### config.mk
export PLATFORM = sky130hd
export DESIGN_NAME = fetar_top
export DESIGN_NICKNAME = d
export VERILOG_FILES = /design/src/core/fetar_info_mem.v /design/src/core/fetar_top.v
export VERILOG_INCLUDE_DIRS = /design/src /design/src/include
export SDC_FILE = /design/constraint.sdc
export NUM_CORES = 1
export LEC_CHECK = 0
export ABC_AREA = 1
export BUFFER_PORTS_ARGS = -buffer_cell sky130_fd_sc_hd__buf_2
export CORE_ASPECT_RATIO = 1.25
export CORE_UTILIZATION = 54
export DETAILED_ROUTE_END_ITERATION = 7
export PLACE_DENSITY = 0.73
export SLEW_MARGIN = 20
export SYNTH_ARGS = -nofsm -noshare
export SYNTH_HDL_FRONTEND = slang
export SYNTH_SLANG_ARGS = --single-unit
export TNS_END_PERCENT = 5
### constraint.sdc
create_clock -name clock_in -period 5.05 [get_ports clock_in]
set_input_delay 0 -clock clock_in [delete_from_list [all_inputs] [get_ports clock_in]]
set_output_delay 0 -clock clock_in [all_outputs]
set_load 0.02 [all_outputs]
### src/include/fetar_map.vh
// flash erase timing and auto-read block: offsets, fields, reset values
// assumes word-indexed cpu register port and an information block memory
// Operation
// - page erase pulse 4096 x (width+1) ticks
// - module erase pulse 4096 x (width+1) ticks
// - end delay (field+1) ticks after operation
// - module erase end delay 8 x (field+1)
// - recovery delay (field+1) ticks between accesses
// - reset loads page 04h, module EAh
// - reset loads end 18h, mend 3Ch, recovery 04h
// - function word copied at reset, read-only
// - function bit0 low forces usb low-power
// - protection word copied at reset, read-only
// - code start loaded at reset, branch follows
// - code start bits 8:0, 15:13 read zero
// - code start 12:9 = inverted boot bits
// - alias index returns same auto-read value
// - prescaler divides clock by divisor+1
// - busy while operating, stalls flash requests
`ifndef FETAR_MAP_VH
`define FETAR_MAP_VH

// ==========================================================
// register indices
`define FETAR_IDX_PRESCALE     4'h0
`define FETAR_IDX_PAGE_ERASE   4'h1
`define FETAR_IDX_MOD_ERASE    4'h2
`define FETAR_IDX_END          4'h3
`define FETAR_IDX_MOD_END      4'h4
`define FETAR_IDX_RECOVERY     4'h5
`define FETAR_IDX_FUNC_WORD    4'h6
`define FETAR_IDX_PROT_WORD    4'h7
`define FETAR_IDX_CODE_START   4'h8
`define FETAR_IDX_FUNC_ALIAS   4'h9
`define FETAR_IDX_PROT_ALIAS   4'hA
`define FETAR_IDX_CODE_ALIAS   4'hB
`define FETAR_IDX_STATUS       4'hC

// ==========================================================
// reset values
`define FETAR_RST_PRESCALE     5'h04
`define FETAR_RST_PAGE_ERASE   8'h04
`define FETAR_RST_MOD_ERASE    8'hEA
`define FETAR_RST_END          8'h18
`define FETAR_RST_MOD_END      8'h3C
`define FETAR_RST_RECOVERY     8'h04

// ==========================================================
// fields and timing
`define FETAR_INFO_ADDR_FUNC   2'h0
`define FETAR_INFO_ADDR_PROT   2'h1
`define FETAR_FUNC_USB_BIT     0
`define FETAR_BOOT_MSB         3
`define FETAR_BOOT_LSB         0
`define FETAR_CODE_MSB         12
`define FETAR_CODE_LSB         9
`define FETAR_ERASE_SHIFT      12
`define FETAR_MOD_END_SHIFT    3
`define FETAR_OP_PROGRAM       2'h0
`define FETAR_OP_PAGE_ERASE    2'h1
`define FETAR_OP_MOD_ERASE     2'h2

`endif

### src/core/fetar_info_mem.v
// information block word store with registered read data
// assumes writes come from the flash programming path on clock_in
`timescale 1ns/1ps
module fetar_info_mem #(
  parameter DW = 16,
  parameter AW = 2
) (
  input  wire          clock_in,
  input  wire          ce_in,
  input  wire          wr_in,
  input  wire [AW-1:0] waddr_in,
  input  wire [DW-1:0] wdata_in,
  input  wire          rd_in,
  input  wire [AW-1:0] raddr_in,
  output reg  [DW-1:0] rdata_out
);

  reg [DW-1:0] mem_r [0:(1<<AW)-1];

  // no reset on storage: contents model non-volatile words
  always @(posedge clock_in) begin
    if (ce_in) begin
      if (wr_in) begin
        mem_r[waddr_in] <= wdata_in;
      end
      if (rd_in) begin
        rdata_out <= mem_r[raddr_in];
      end
    end
  end

endmodule // fetar_info_mem

### src/core/fetar_top.v
// flash erase/end/recovery timing reloads, sequencer and auto-read copies
// assumes cpu port and op requests on clock_in; info words preloaded
`timescale 1ns/1ps
`include "fetar_map.vh"
module fetar_top #(
  parameter [20:0] PROG_TICKS = 21'h00_0008
) (
  input  wire        clock_in,
  input  wire        rst_in,
  input  wire        ce_in,
  input  wire        cpu_sel_in,
  input  wire        cpu_wr_in,
  input  wire [3:0]  cpu_addr_in,
  input  wire [7:0]  cpu_wdata_in,
  output reg  [15:0] cpu_rdata_out,
  input  wire        flash_req_in,
  output reg         cpu_stall_out,
  input  wire        op_start_in,
  input  wire [1:0]  op_kind_in,
  output reg         busy_out,
  output reg         prog_pulse_out,
  output reg         erase_pulse_out,
  output reg         presc_tick_out,
  input  wire        info_wr_in,
  input  wire [1:0]  info_waddr_in,
  input  wire [15:0] info_wdata_in,
  input  wire        usb_suspend_in,
  output reg         usb_lowpower_out,
  output reg         boot_branch_out,
  output reg  [15:0] boot_disp_out
);

  // ==========================================================
  // state codes
  localparam [2:0] ST_IDLE   = 3'h0;
  localparam [2:0] ST_PULSE  = 3'h1;
  localparam [2:0] ST_END    = 3'h2;
  localparam [2:0] ST_MEND   = 3'h3;
  localparam [2:0] ST_RCV    = 3'h4;
  localparam [1:0] IN_RD0    = 2'h0;
  localparam [1:0] IN_RD1    = 2'h1;
  localparam [1:0] IN_CAP1   = 2'h2;
  localparam [1:0] IN_DONE   = 2'h3;

  // ==========================================================
  // registers
  reg [4:0]  presc_div_r;
  reg [7:0]  page_erase_r;
  reg [7:0]  mod_erase_r;
  reg [7:0]  end_r;
  reg [7:0]  mod_end_r;
  reg [7:0]  recovery_r;
  reg [15:0] func_word_r;
  reg [15:0] prot_word_r;
  reg [3:0]  code_bits_r;
  reg [4:0]  presc_cnt_r;
  reg        tick_r;
  reg [2:0]  state_r;
  reg [2:0]  state_nxt;
  reg [1:0]  op_r;
  reg [20:0] cnt_r;
  reg [20:0] cnt_nxt;
  reg [1:0]  init_r;
  reg [15:0] rdata_nxt;
  reg        busy_nxt;

  wire        cpu_write;
  wire        mem_rd;
  wire [1:0]  mem_raddr;
  wire [15:0] mem_rdata;
  wire [15:0] code_start;
  wire        init_done;

  assign cpu_write = cpu_sel_in & cpu_wr_in;
  assign init_done = (init_r == IN_DONE);
  assign mem_rd    = (init_r == IN_RD0) | (init_r == IN_RD1);
  assign mem_raddr = (init_r == IN_RD0) ? `FETAR_INFO_ADDR_FUNC : `FETAR_INFO_ADDR_PROT;

  assign code_start = {3'h0, code_bits_r, 9'h000};

  // ==========================================================
  // phase length decode
  // tick counts per phase
  function [20:0] phase_len;
    input [2:0] st;
    input [1:0] op;
    input [7:0] per;
    input [7:0] mer;
    input [7:0] endf;
    input [7:0] mendf;
    input [7:0] rcvf;
    reg   [8:0] sel;
    begin
      sel = 9'h000;
      phase_len = 21'h00_0001;
      case (st)
        ST_PULSE: begin
          if (op == `FETAR_OP_PROGRAM) begin
            phase_len = PROG_TICKS;
          end else begin
            sel = (op == `FETAR_OP_MOD_ERASE) ? {1'b0, mer} + 9'h001 : {1'b0, per} + 9'h001;
            phase_len = {sel, 12'h000};
          end
        end
        ST_END: begin
          sel = {1'b0, endf} + 9'h001;
          phase_len = {12'h000, sel};
        end
        ST_MEND: begin
          sel = {1'b0, mendf} + 9'h001;
          phase_len = {9'h000, sel, 3'h0};
        end
        ST_RCV: begin
          sel = {1'b0, rcvf} + 9'h001;
          phase_len = {12'h000, sel};
        end
        default: begin
          phase_len = 21'h00_0001;
        end
      endcase
    end
  endfunction

  // ==========================================================
  // info block memory
  fetar_info_mem #(
    .DW (16),
    .AW (2)
  ) u_info_mem (
    .clock_in  (clock_in),
    .ce_in     (ce_in),
    .wr_in     (info_wr_in),
    .waddr_in  (info_waddr_in),
    .wdata_in  (info_wdata_in),
    .rd_in     (mem_rd),
    .raddr_in  (mem_raddr),
    .rdata_out (mem_rdata)
  );

  // ==========================================================
  // timing reload registers
  always @(posedge clock_in or posedge rst_in) begin
    if (rst_in) begin
      presc_div_r  <= `FETAR_RST_PRESCALE;
      page_erase_r <= `FETAR_RST_PAGE_ERASE;
      mod_erase_r  <= `FETAR_RST_MOD_ERASE;
      end_r        <= `FETAR_RST_END;
      mod_end_r    <= `FETAR_RST_MOD_END;
      recovery_r   <= `FETAR_RST_RECOVERY;
    end else if (ce_in) begin
      // only cpu writes change reloads
      // writes while busy are software's fault, still taken
      if (cpu_write) begin
        if (cpu_addr_in == `FETAR_IDX_PRESCALE) begin
          presc_div_r <= cpu_wdata_in[4:0];
        end else if (cpu_addr_in == `FETAR_IDX_PAGE_ERASE) begin
          page_erase_r <= cpu_wdata_in;
        end else if (cpu_addr_in == `FETAR_IDX_MOD_ERASE) begin
          mod_erase_r <= cpu_wdata_in;
        end else if (cpu_addr_in == `FETAR_IDX_END) begin
          end_r <= cpu_wdata_in;
        end else if (cpu_addr_in == `FETAR_IDX_MOD_END) begin
          mod_end_r <= cpu_wdata_in;
        end else if (cpu_addr_in == `FETAR_IDX_RECOVERY) begin
          recovery_r <= cpu_wdata_in;
        end
      end
    end
  end

  // ==========================================================
  // prescaler
  always @(posedge clock_in or posedge rst_in) begin
    if (rst_in) begin
      presc_cnt_r <= 5'h00;
      tick_r      <= 1'b0;
    end else if (ce_in) begin
      if (presc_cnt_r >= presc_div_r) begin
        presc_cnt_r <= 5'h00;
        tick_r      <= 1'b1;
      end else begin
        presc_cnt_r <= presc_cnt_r + 5'h01;
        tick_r      <= 1'b0;
      end
    end
  end

  // ==========================================================
  // auto-read capture after reset release
  // captured by clocked logic, never under the async reset itself
  always @(posedge clock_in or posedge rst_in) begin
    if (rst_in) begin
      init_r      <= IN_RD0;
      func_word_r <= 16'h0000;
      prot_word_r <= 16'h0000;
      code_bits_r <= 4'h0;
    end else if (ce_in) begin
      case (init_r)
        IN_RD0: begin
          init_r <= IN_RD1;
        end
        IN_RD1: begin
          func_word_r <= mem_rdata;
          init_r      <= IN_CAP1;
        end
        IN_CAP1: begin
          prot_word_r <= mem_rdata;
          code_bits_r <= ~mem_rdata[`FETAR_BOOT_MSB:`FETAR_BOOT_LSB];
          init_r      <= IN_DONE;
        end
        default: begin
          init_r <= IN_DONE;
        end
      endcase
    end
  end

  // ==========================================================
  // program/erase sequencer
  always @* begin
    state_nxt = state_r;
    cnt_nxt   = cnt_r;
    case (state_r)
      ST_IDLE: begin
        if (op_start_in && init_done) begin
          state_nxt = ST_PULSE;
          cnt_nxt   = phase_len(ST_PULSE, op_kind_in, page_erase_r, mod_erase_r,
                                end_r, mod_end_r, recovery_r);
        end
      end
      default: begin
        if (tick_r) begin
          if (cnt_r > 21'h00_0001) begin
            cnt_nxt = cnt_r - 21'h00_0001;
          end else begin
            case (state_r)
              ST_PULSE: begin
                state_nxt = ST_END;
              end
              ST_END: begin
                // extra end delay for module erase
                state_nxt = (op_r == `FETAR_OP_MOD_ERASE) ? ST_MEND : ST_RCV;
              end
              ST_MEND: begin
                state_nxt = ST_RCV;
              end
              default: begin
                state_nxt = ST_IDLE;
              end
            endcase
            cnt_nxt = phase_len(state_nxt, op_r, page_erase_r, mod_erase_r,
                                end_r, mod_end_r, recovery_r);
          end
        end
      end
    endcase
  end

  always @* begin
    // busy during init and every active phase
    busy_nxt = (state_nxt != ST_IDLE) | ~init_done;
  end

  always @(posedge clock_in or posedge rst_in) begin
    if (rst_in) begin
      state_r         <= ST_IDLE;
      op_r            <= `FETAR_OP_PROGRAM;
      cnt_r           <= 21'h00_0000;
      busy_out        <= 1'b1;
      cpu_stall_out   <= 1'b0;
      prog_pulse_out  <= 1'b0;
      erase_pulse_out <= 1'b0;
      presc_tick_out  <= 1'b0;
    end else if (ce_in) begin
      state_r <= state_nxt;
      cnt_r   <= cnt_nxt;
      if (state_r == ST_IDLE && op_start_in && init_done) begin
        op_r <= op_kind_in;
      end
      busy_out       <= busy_nxt;
      cpu_stall_out  <= busy_nxt & flash_req_in;
      presc_tick_out <= tick_r;
      // erase pulse held through pulse phase
      erase_pulse_out <= (state_nxt == ST_PULSE) &
                         ((state_r == ST_IDLE) ? (op_kind_in != `FETAR_OP_PROGRAM)
                                               : (op_r != `FETAR_OP_PROGRAM));
      prog_pulse_out  <= (state_nxt == ST_PULSE) &
                         ((state_r == ST_IDLE) ? (op_kind_in == `FETAR_OP_PROGRAM)
                                               : (op_r == `FETAR_OP_PROGRAM));
    end
  end

  // ==========================================================
  // usb power and boot branch
  always @(posedge clock_in or posedge rst_in) begin
    if (rst_in) begin
      usb_lowpower_out <= 1'b1;
      boot_branch_out  <= 1'b0;
      boot_disp_out    <= 16'h0000;
    end else if (ce_in) begin
      usb_lowpower_out <= ~func_word_r[`FETAR_FUNC_USB_BIT] | usb_suspend_in;
      // branch once the copy is loaded
      boot_branch_out  <= (init_r == IN_CAP1);
      boot_disp_out    <= {3'h0, ~mem_rdata[`FETAR_BOOT_MSB:`FETAR_BOOT_LSB], 9'h000};
      if (init_done) begin
        boot_disp_out <= code_start;
      end
    end
  end

  // ==========================================================
  // register read path
  always @* begin
    rdata_nxt = 16'h0000;
    if (cpu_addr_in == `FETAR_IDX_PRESCALE) begin
      rdata_nxt = {11'h000, presc_div_r};
    end else if (cpu_addr_in == `FETAR_IDX_PAGE_ERASE) begin
      rdata_nxt = {8'h00, page_erase_r};
    end else if (cpu_addr_in == `FETAR_IDX_MOD_ERASE) begin
      rdata_nxt = {8'h00, mod_erase_r};
    end else if (cpu_addr_in == `FETAR_IDX_END) begin
      rdata_nxt = {8'h00, end_r};
    end else if (cpu_addr_in == `FETAR_IDX_MOD_END) begin
      rdata_nxt = {8'h00, mod_end_r};
    end else if (cpu_addr_in == `FETAR_IDX_RECOVERY) begin
      rdata_nxt = {8'h00, recovery_r};
    end else if (cpu_addr_in == `FETAR_IDX_FUNC_WORD || cpu_addr_in == `FETAR_IDX_FUNC_ALIAS) begin
      rdata_nxt = func_word_r;
    end else if (cpu_addr_in == `FETAR_IDX_PROT_WORD || cpu_addr_in == `FETAR_IDX_PROT_ALIAS) begin
      rdata_nxt = prot_word_r;
    end else if (cpu_addr_in == `FETAR_IDX_CODE_START || cpu_addr_in == `FETAR_IDX_CODE_ALIAS) begin
      rdata_nxt = code_start;
    end else if (cpu_addr_in == `FETAR_IDX_STATUS) begin
      rdata_nxt = {13'h0000, state_r != ST_IDLE, ~init_done, busy_out};
    end
  end

  always @(posedge clock_in or posedge rst_in) begin
    if (rst_in) begin
      cpu_rdata_out <= 16'h0000;
    end else if (ce_in) begin
      if (cpu_sel_in && !cpu_wr_in) begin
        cpu_rdata_out <= rdata_nxt;
      end
    end
  end

endmodule // fetar_top

# == Word level (Yosys, flattened, before mapping) ==
# Memory sizes are Yosys's and may differ from the RTL's. A register that Yosys moved wholly into a read port is not among the register bits.
# Index checks and enable logic that the tools add are counted.
# W data, S select, Z words.
# totals
reg_bits,154
mem_bits_rw,64
word_cells,143
mem_count,1
output_inout_bits,39
input_bits,41
# op_classes
n_addsub,7
n_reduce_logical,30
eq_ne,26
n_lt_le_gt_ge,2
muxes,38
bitwise_logic,15
# mem_list
memory,depth,word_bits,read_ports,rd_ports_with_merged_regs,wr,line_no,source
u_info_mem.mem_r,4,16,1,1,1,fetar_info_mem.v:18,reg [DW-1:0] mem_r [0:(1<<AW)-1];
# op_table
operator,n
$mux W16,8
$mux W21,6
$pmux W21 S4,1
$add A8 B1 Y9 const B,5
$mux W3,9
$mux W13,2
$gt A21 B1 Y1 const B,1
$sub A21 B1 Y21 const B,1
$eq A4 B4 Y1 const B,5
$mux W9,2
$eq A4 B3 Y1 const B,4
$eq A3 B2 Y1 const B,4
$reduce_and A2 Y1,5
$eq A3 B1 Y1 const B,3
$pmux W3 S3,1
$eq A2 B2 Y1 const B,4
$eq A4 B2 Y1 const B,2
$reduce_and A8 Y1,1
$mux W1,7
$not A1 Y1,7
$reduce_and A7 Y1,1
$logic_not A2 Y1,3
$reduce_and A3 Y1,2
$reduce_and A6 Y1,1
20 further kinds,33

# == Longest topological paths before layout ==
# Gate-level depths: netlist of the first run.
# depth
word_depth,12
depth_mapped,14
depth_no_buf,13

# == By module ==
# From an unflattened synthesis of the first run, not the netlist that was laid out.
# hier_totals
cells_unflattened,1331
area_unflattened_um2,11264.6
# modules_own_cells
module,cells_per_inst,n_inst,area_each_um2,seq_area_each_um2
fetar_top,1054,1,8017.7,3573.4
fetar_info_mem,277,1,3246.9,2402.3

# == Worst setup path before layout of the first run ==
# No wires, ideal clock.
# synth_path
path_type,register to register
startpoint,register init_r[1]
endpoint,register func_word_r[10]
setup_ps,132
t_required_ps,4918
period_less_slack_ps,1899
arrival_ps,1767
n_path_buf,1
stages_incl_launch_ff,6
setup_slack_ps,3151
path_cell_list,dfrtp_1 -> nor2_1 -> nand2_1 -> clkbuf_1 -> nand2_1 -> o21ai_0
# synth_via
elab_chain_len,2
# synth_rtl
element,line_no,source
"start, declared",fetar_top.v:63,reg [1:0] init_r;
"start signal, assigned",fetar_top.v:193,init_r <= IN_RD0;
"start signal, assigned",fetar_top.v:200,init_r <= IN_RD1;
"start signal, assigned",fetar_top.v:204,init_r <= IN_CAP1;
$eq A2 B1 Y1,fetar_top.v:198,case (init_r)
$reduce_and A2 Y1 (no source line),n/a,
"end signal, assigned",fetar_top.v:203,func_word_r <= mem_rdata;
"end, declared",fetar_top.v:53,reg [15:0] func_word_r;
# No other way between the ends.
# A chain may end at the register's enable or synchronous reset.

# == Final worst setup path of the first run ==
# layout_path
startpoint,input port ce_in
endpoint,register prot_word_r[3]
# layout_via
elab_chain_len,1
# layout_rtl
element,line_no,source
"start, declared",fetar_top.v:10,"input wire ce_in,"
$reduce_and A2 Y1 (no source line),n/a,
"end signal, assigned",fetar_top.v:207,prot_word_r <= mem_rdata;
"end, declared",fetar_top.v:54,reg [15:0] prot_word_r;
# No other way between the ends.

==> results by group, run 1 <==
Routing
  – Antenna Nets Post-Route: 0
  – First-pass iteration count of the detailed router: 6
  – Via Count: 7749
  – DR iter-0 viols: 500
  – DR WL/cell: 16.5 um
  – Total routed wirelength: 23600 um
  – Via/cell ratio: 5.41
  – # DRC: 0

Logic synthesis
  – Syn. warnings: 0
  – Ys async rst share: 0.747
  – Mapped Cells: 1100
  – Synthesized area: 0.00960 mm^2
  – Post-synth cell types: 51
  – Number of synthesized register bits: 190
  – Avg Inst Size Synth: 8.73 um^2
  – Prevailing post-synth register cell: dfrtp_1
  – Seq/Total Area, Yosys: 0.522
  – EDFF count, synth: 48

Timing
  – Fin worst setup slack: 2.38 ns
  – Slew @ Worst Pin: 0.942 ns
  – TNS Setup: 0 ns
  – Max Freq: 375 MHz
  – Clock Skews: 0.0104 ns
  – Setup-failing EPs final: 0
  – Max-slew headroom: 0.368
  – Tcrit/Tclk final: 0.528
  – RSZ-0062 raised after global routing: no
  – Final Hold Viols: 0
  – Fin crit period: 2.67 ns
  – Slew Viols, Final: 0

CTS
  – Clk_lat worst skew: 0.44 ns
  – Post-CTS Setup Bufs: 0
  – Clock Sinks: 190
  – H-tree depth: 4
  – Clock slew at reported path FFs: 0.07 ns
  – CTS max path bufs: 2
  – Inserted Clock Buffers: 17
  – Root Driver: clkbuf_16
  – CTS tree: done
  – Cts hold-fix bufs: 35
  – Cts repair resizes: 0

Outcome
  – Status: complete, no violations

Floorplan
  – Core ar.: 0.0174 mm^2
  – Full die area: 0.0183 mm^2
  – Die height: 151 um
  – IO Pins: 80
  – Placement Rows: 54
  – Die width: 121 um
  – Starting Density: 0.551

Pwr
  – P_leak: 5.11 nW
  – Pwr Total: 4.49 mW
  – Maximum vdd drop: 347 uV
  – Pwr per Cell Area: 406 mW/mm^2

Layout
  – Area delta synth->final: 15.2%
  – Area of the multi-input gates: 0.00398 mm^2
  – Register cell area after layout: 0.00501 mm^2
  – # nets final: 1249
  – Fraction of layout instances using a drive strength above 1: 0.158
  – ANT cells: 0
  – Fillers: 1439

Global route
  – Largest net degree at the start of global routing: 90
  – Vias in the first global route: 7777
  – Initial antenna violation count: 1
  – First-pass GRT wire length: 38400 um
  – Tot GR Track Use: 0.277
  – GR Overflow Total: 0

Worst setup path
  – Crit-path slowest cell: clkinv_1
  – Crit path max fanout: 39
  – CP required: 5.38 ns
  – Crit path kind: in2reg
  – Most used cell, CP: inv_1
  – Cell family with most CP delay: buffers and inverters
  – Worst path max stage delay: 0.81 ns
  – CP arrival: 3.00 ns
  – CP startpoint kind: input port
  – CP endpoint kind: flop
  – Cell Chain, Critical Path: dlygate4sd3_1 > buf_2 > inv_1 > nor3_1 > clkinv_1 > nor2_1 > inv_1 > o21a_1
  – WP buf/inv: 5

Placed design
  – Count of input and output buffers: 67
  – Post-DP HPWL: 16200 um
  – Post-place setup slack: 2.68 ns
  – GP Congestion: 0.956

Job
  – Max-Cap Viols: 0

Min path
  – Hold crit path type: in2reg
==> layer usage <==
layer / GRT usage / share of wire
met1: 0.315 / 0.39
met2: 0.486 / 0.52
met3: 0.0437 / 0.041
met4: 0.171 / 0.053
met5: 0 / 0
==> cells in the mapped netlist, types with 6 or more instances <==
library cell	number	area share
nand2_1	309	0.12
dfrtp_1	126	0.33
o21ai_0	126	0.066
inv_1	105	0.041
nor2_1	62	0.024
edfxtp_1	48	0.15
nand3_1	48	0.025
a21oi_1	39	0.020
clkbuf_1	17	0.0066
mux2_2	17	0.020
dfstp_2	16	0.044
xor2_1	16	0.015
buf_4	15	0.012
nand4_1	14	0.0091
ha_1	12	0.016
nand2_2	11	0.0072
nand2_4	11	0.013
o22ai_1	11	0.0072
nor2_2	10	0.0065
nor3_1	10	0.0052
o21ai_1	6	0.0031
==> layout by cell type (no fill, tap or decap), types with 4 or more instances in the layout <==
master         instances
a21oi_1               39
a221oi_1               5
inv_2                  4
nor2_1                62
edfxtp_1              48
ha_1                  12
inv_1                103
nand2_1              309
o21bai_1               5
dlygate4sd3_1         35
nand3_1               48
o22ai_1               11
dfstp_2               16
buf_4                  7
o21ai_0              126
nand4_1               14
buf_2                 67
conb_1                12
o21ai_1                6
nor2_4                 4
nand2_2               11
nor2_2                10
xor2_1                16
a22o_1                 5
nand2_4               11
o211ai_1               5
clkinv_8               6
nor3_1                 9
clkbuf_16             17
xnor2_1                4
mux2_2                17
dfrtp_1              126
inv_6                  4
==> tightest hold or removal path, cell delays in order <==
cell	delay (ns)
buf_2	0.11
nand2_2	0.06
nor2_2	0.04
nand2_2	0.13
o21ai_0	0.09
==> logic make-up after synthesis <==
family          count (synthesis)  synth area share
xor+xnor                       20            0.0182
flops                         190             0.522
fa+ha+maj                      12            0.0156
buf+inv                       152            0.0700
simple gates                  493             0.230
compound gates                215             0.124
mux                            17            0.0199
other cells                     1          0.000391
==> worst paths after layout <==
path                       cells after the start  slack (ns)                       endpoint                          start
min in group asynchronous                      3        0.23    boot_branch_out$_DFFE_PP0P_                         rst_in
setup / recovery                               8        2.38     prot_word_r[3]$_DFFE_PP0P_                          ce_in
max in group asynchronous                      4        3.62           cnt_r[6]$_DFFE_PP0P_                         rst_in
hold reg to reg                                2        0.48  cpu_rdata_out[10]$_DFFE_PP0P_  cpu_rdata_out[10]$_DFFE_PP0P_
hold / removal                                 5        0.04            op_r[0]$_DFFE_PP0P_                    op_start_in
setup reg to reg                              11        2.40      cpu_stall_out$_DFFE_PP0P_         state_r[2]$_DFFE_PP0P_
==> flip-flops by register name, summed over array words and instances, names as in the netlist, 5 cells and up <==
signal / flops
cpu_rdata_out: 16
u_info_mem.rdata_out: 16
end_r: 8
prot_word_r: 16
recovery_r: 8
presc_div_r: 5
func_word_r: 16
u_info_mem.mem_r: 32
page_erase_r: 8
cnt_r: 21
mod_erase_r: 8
presc_cnt_r: 5
mod_end_r: 8
==> cell type report <==
class                      count  area share
multi-input combinational    769       0.360
timing repair buffer         109      0.0667
tap                          224      0.0253
clock buffer                  17      0.0385
sequential                   190       0.453
clock inverter                15      0.0191
inverter                     109      0.0374
==> power breakdown <==
part           leakage, nW  switching [mW]  internal, mW
Clock                0.304           0.692         0.726
Sequential            2.23           0.224          1.78
Combinational         2.58           0.684         0.382
==> through the flow <==
| step | instances | hold WS (ns) | utilization | area, um^2 |
|---|---|---|---|---|
| after floorplan | 1111 | 0.0985 | - | 9640 |
| after global routing | 1433 | 0.0529 | 0.635 | 11100 |
| after global placement | 1366 | 0.187 | 0.577 | 10100 |
| final | 1433 | 0.0404 | 0.635 | 11100 |
| after detailed placement | 1366 | 0.191 | 0.578 | 10100 |
| after CTS | 1433 | 0.0288 | 0.635 | 11100 |
No activity file was read; power rests on OpenSTA's default activity.
==> inputs of run 2 (changes only) <==
==> constraint.sdc (replaced) <==
create_clock -name clock_in -period 2.7 [get_ports clock_in]
set_input_delay 0 -clock clock_in [delete_from_list [all_inputs] [get_ports clock_in]]
set_output_delay 0 -clock clock_in [all_outputs]
set_load 0.02 [all_outputs]
==> run 2 against run 1 <==
Against the previous run: first-iteration DRC count decreased by 12%; critical path depth increased by 2; flip-flop and latch count unchanged; combinational power increased by 88%; hold slack got worse by 0.0044 ns; clock skew about the same; sequential share of layout area decreased by 0.18 points; cell area increased by 0.41%; die area unchanged; register-to-register slack got worse by 1.9 ns; largest cell class unchanged.
==> results by group, run 2 (same netlist as run 1, synthesis figures left out) <==
Outcome
  – Status: complete, no violations

Timing
  – Fin crit period: 2.20 ns
  – Setup-failing EPs final: 0 (unchanged)
  – Hold Slack: 0.0360 ns (-0.00437 ns)
  – Max-slew headroom: 0.539 (+0.171)
  – Clock Skews: 0.0102 ns (-0.000183 ns)
  – Fin worst setup slack: 0.499 ns (-1.89 ns)
  – Tcrit/Tclk final: 0.815
  – Max Freq: 454 MHz
  – Slew @ Worst Pin: 0.689 ns (-0.254 ns)
  – Slew Viols, Final: 0 (unchanged)
  – TNS Setup: 0 ns (unchanged)
  – Final Hold Viols: 0 (unchanged)
  – RSZ-0062 raised after global routing: no

Pwr
  – Maximum vdd drop: 454 uV (+31%)
  – Pwr per Cell Area: 762 mW/mm^2 (+88%)
  – P_leak: 5.14 nW (+0.65%)

Worst setup path
  – Cell Chain, Critical Path: inv_1 > nand3_4 > nand2_2 > nand2_4 > ha_1 > inv_1 > a21oi_1 > o21ai_0 > o311ai_0 > o21ai_0
  – Crit path max fanout: 11 (-72%)
  – CP endpoint kind: flop
  – Crit path kind: reg2reg
  – Crit-path slowest cell: dfrtp_1
  – CP arrival: 2.56 ns (-0.44 ns)
  – CP required: 3.06 ns (-2.32 ns)
  – Slack of the worst reg-to-reg path: 0.50 ns (-1.90 ns)
  – Worst path max stage delay: 0.43 ns (-0.38 ns)
  – CP startpoint kind: flop

Placed design
  – Post-place setup slack: 0.537 ns (-2.14 ns)
  – Post-DP HPWL: 16600 um (+2.8%)
  – Count of input and output buffers: 67 (unchanged)
  – GP Congestion: 0.909 (-4.9%)

Floorplan
  – Die width: 121 um (unchanged)
  – IO Pins: 80 (unchanged)
  – Die height: 151 um (unchanged)
  – Starting Density: 0.551 (unchanged)
  – Placement Rows: 54 (unchanged)
  – Core ar.: 0.0174 mm^2 (unchanged)
  – Full die area: 0.0183 mm^2 (unchanged)

CTS
  – Clock slew at reported path FFs: 0.08 ns (about the same)
  – CTS tree: done
  – CTS max path bufs: 2 (unchanged)
  – Cts hold-fix bufs: 31 (-11%)
  – Clock Sinks: 190 (unchanged)
  – Cts repair resizes: 0 (unchanged)
  – Post-CTS Setup Bufs: 0 (unchanged)
  – Root Driver: clkbuf_16
  – Clk_lat worst skew: 0.44 ns (about the same)
  – H-tree depth: 4 (unchanged)
  – Inserted Clock Buffers: 17 (unchanged)

Global route
  – Initial antenna violation count: 1 (unchanged)
  – Tot GR Track Use: 0.269 (-0.00798)
  – GR Overflow Total: 0 (unchanged)
  – Largest net degree at the start of global routing: 68 (-24%)
  – Vias in the first global route: 7737 (-0.51%)
  – First-pass GRT wire length: 37700 um (-1.8%)

Layout
  – Max FFs per register: 32 (unchanged)
  – Commonest non-fill, non-tap cells in the layout: nand2_1, o21ai_0, dfrtp_1, inv_1, buf_2
  – ANT cells: 0 (unchanged)
  – Fraction of layout instances using a drive strength above 1: 0.165 (+0.00676)
  – Commonest non-fill, non-tap cell in the layout: nand2_1
  – Biggest regs: u_info_mem.mem_r x32, cnt_r x21
  – Area delta synth->final: 15.7%
  – # nets final: 1254 (+0.40%)
  – Top reg by flops: u_info_mem.mem_r

Routing
  – DR iter-0 viols: 441 (-12%)
  – Via/cell ratio: 5.42 (+0.21%)
  – Antenna Nets Post-Route: 0 (unchanged)
  – # DRC: 0 (unchanged)
  – First-pass iteration count of the detailed router: 7 (+1)
  – Total routed wirelength: 23200 um (-2.0%)
  – Via Count: 7792 (+0.55%)
  – DR WL/cell: 16.1 um (-2.3%)

Job
  – Max-Cap Viols: 0 (unchanged)

Min path
  – Hold crit path type: in2reg
[run 2: cell count changes in the layout (fill, tap and decap cells not counted), moves of 2 or more]
cell,previous run,this run
buf_12,0,2
buf_4,7,14
clkinv_8,6,4
dlygate4sd3_1,35,31
inv_6,4,2
inv_8,3,6
[run 2: path summary, 6_finish.rpt]
kind / startpoint / end / cells past startpoint
worst max-delay path: state_r[2]$_DFFE_PP0P_ / cnt_r[2]$_DFFE_PP0P_ / 10
worst min-delay path: cpu_sel_in / cpu_rdata_out[2]$_DFFE_PP0P_ / 5
worst max register to register: state_r[2]$_DFFE_PP0P_ / cnt_r[2]$_DFFE_PP0P_ / 10
worst min register to register: cpu_rdata_out[7]$_DFFE_PP0P_ / cpu_rdata_out[7]$_DFFE_PP0P_ / 2
max in group asynchronous: rst_in / mod_erase_r[1]$_DFFE_PP1P_ / 4
min in group asynchronous: rst_in / boot_disp_out[11]$_DFFE_PP0P_ / 3
[run 2: area by class of cell]
| class | count | area, um^2 |
|---|---|---|
| Clock buffer | 17 | 425 |
| Clock inverter | 15 | 218 |
| Fill cell | 1468 | 6330 |
| Inverter | 109 | 413 |
| Multi-Input combinational cell | 769 | 3960 |
| Sequential cell | 190 | 5010 |
| Tap cell | 224 | 280 |
| Timing Repair Buffer | 114 | 791 |
[run 2: routing by layer]
metal	track usage	wire, um	vias to the layer above
met5	0	10	-
met4	0.162	1210	2
met3	0.0478	906	73
met2	0.467	11800	206
met1	0.309	9280	3687
li1	-	-	3824
[run 2: through the flow]
step / util / std cells / area [um^2] / total power [mW]
after global routing: 0.637 / 1438 / 11100 / 8.94
after floorplan: - / 1111 / 9640 / 5.26
after detailed placement: 0.582 / 1375 / 10200 / 5.75
after global placement: 0.582 / 1375 / 10200 / 5.71
final: 0.637 / 1438 / 11100 / 8.46
after CTS: 0.637 / 1438 / 11100 / 8.48
[run 2: critical path, delay by kind of cell (launching register included)]
kind / cells / cell delay, ns
buffers and inverters: 2 / 0.41
AO/OA/AOI/OAI: 4 / 0.57
AND/OR/NAND/NOR: 3 / 0.45
flip-flops: 1 / 0.43
adder cells (fa/ha/maj): 1 / 0.25
[run 2: report_power, final]
group          leakage, nW  internal (mW)  switching (mW)
logic                 2.60          0.716            1.29
registers             2.23           3.34           0.410
clock network        0.311           1.44            1.27
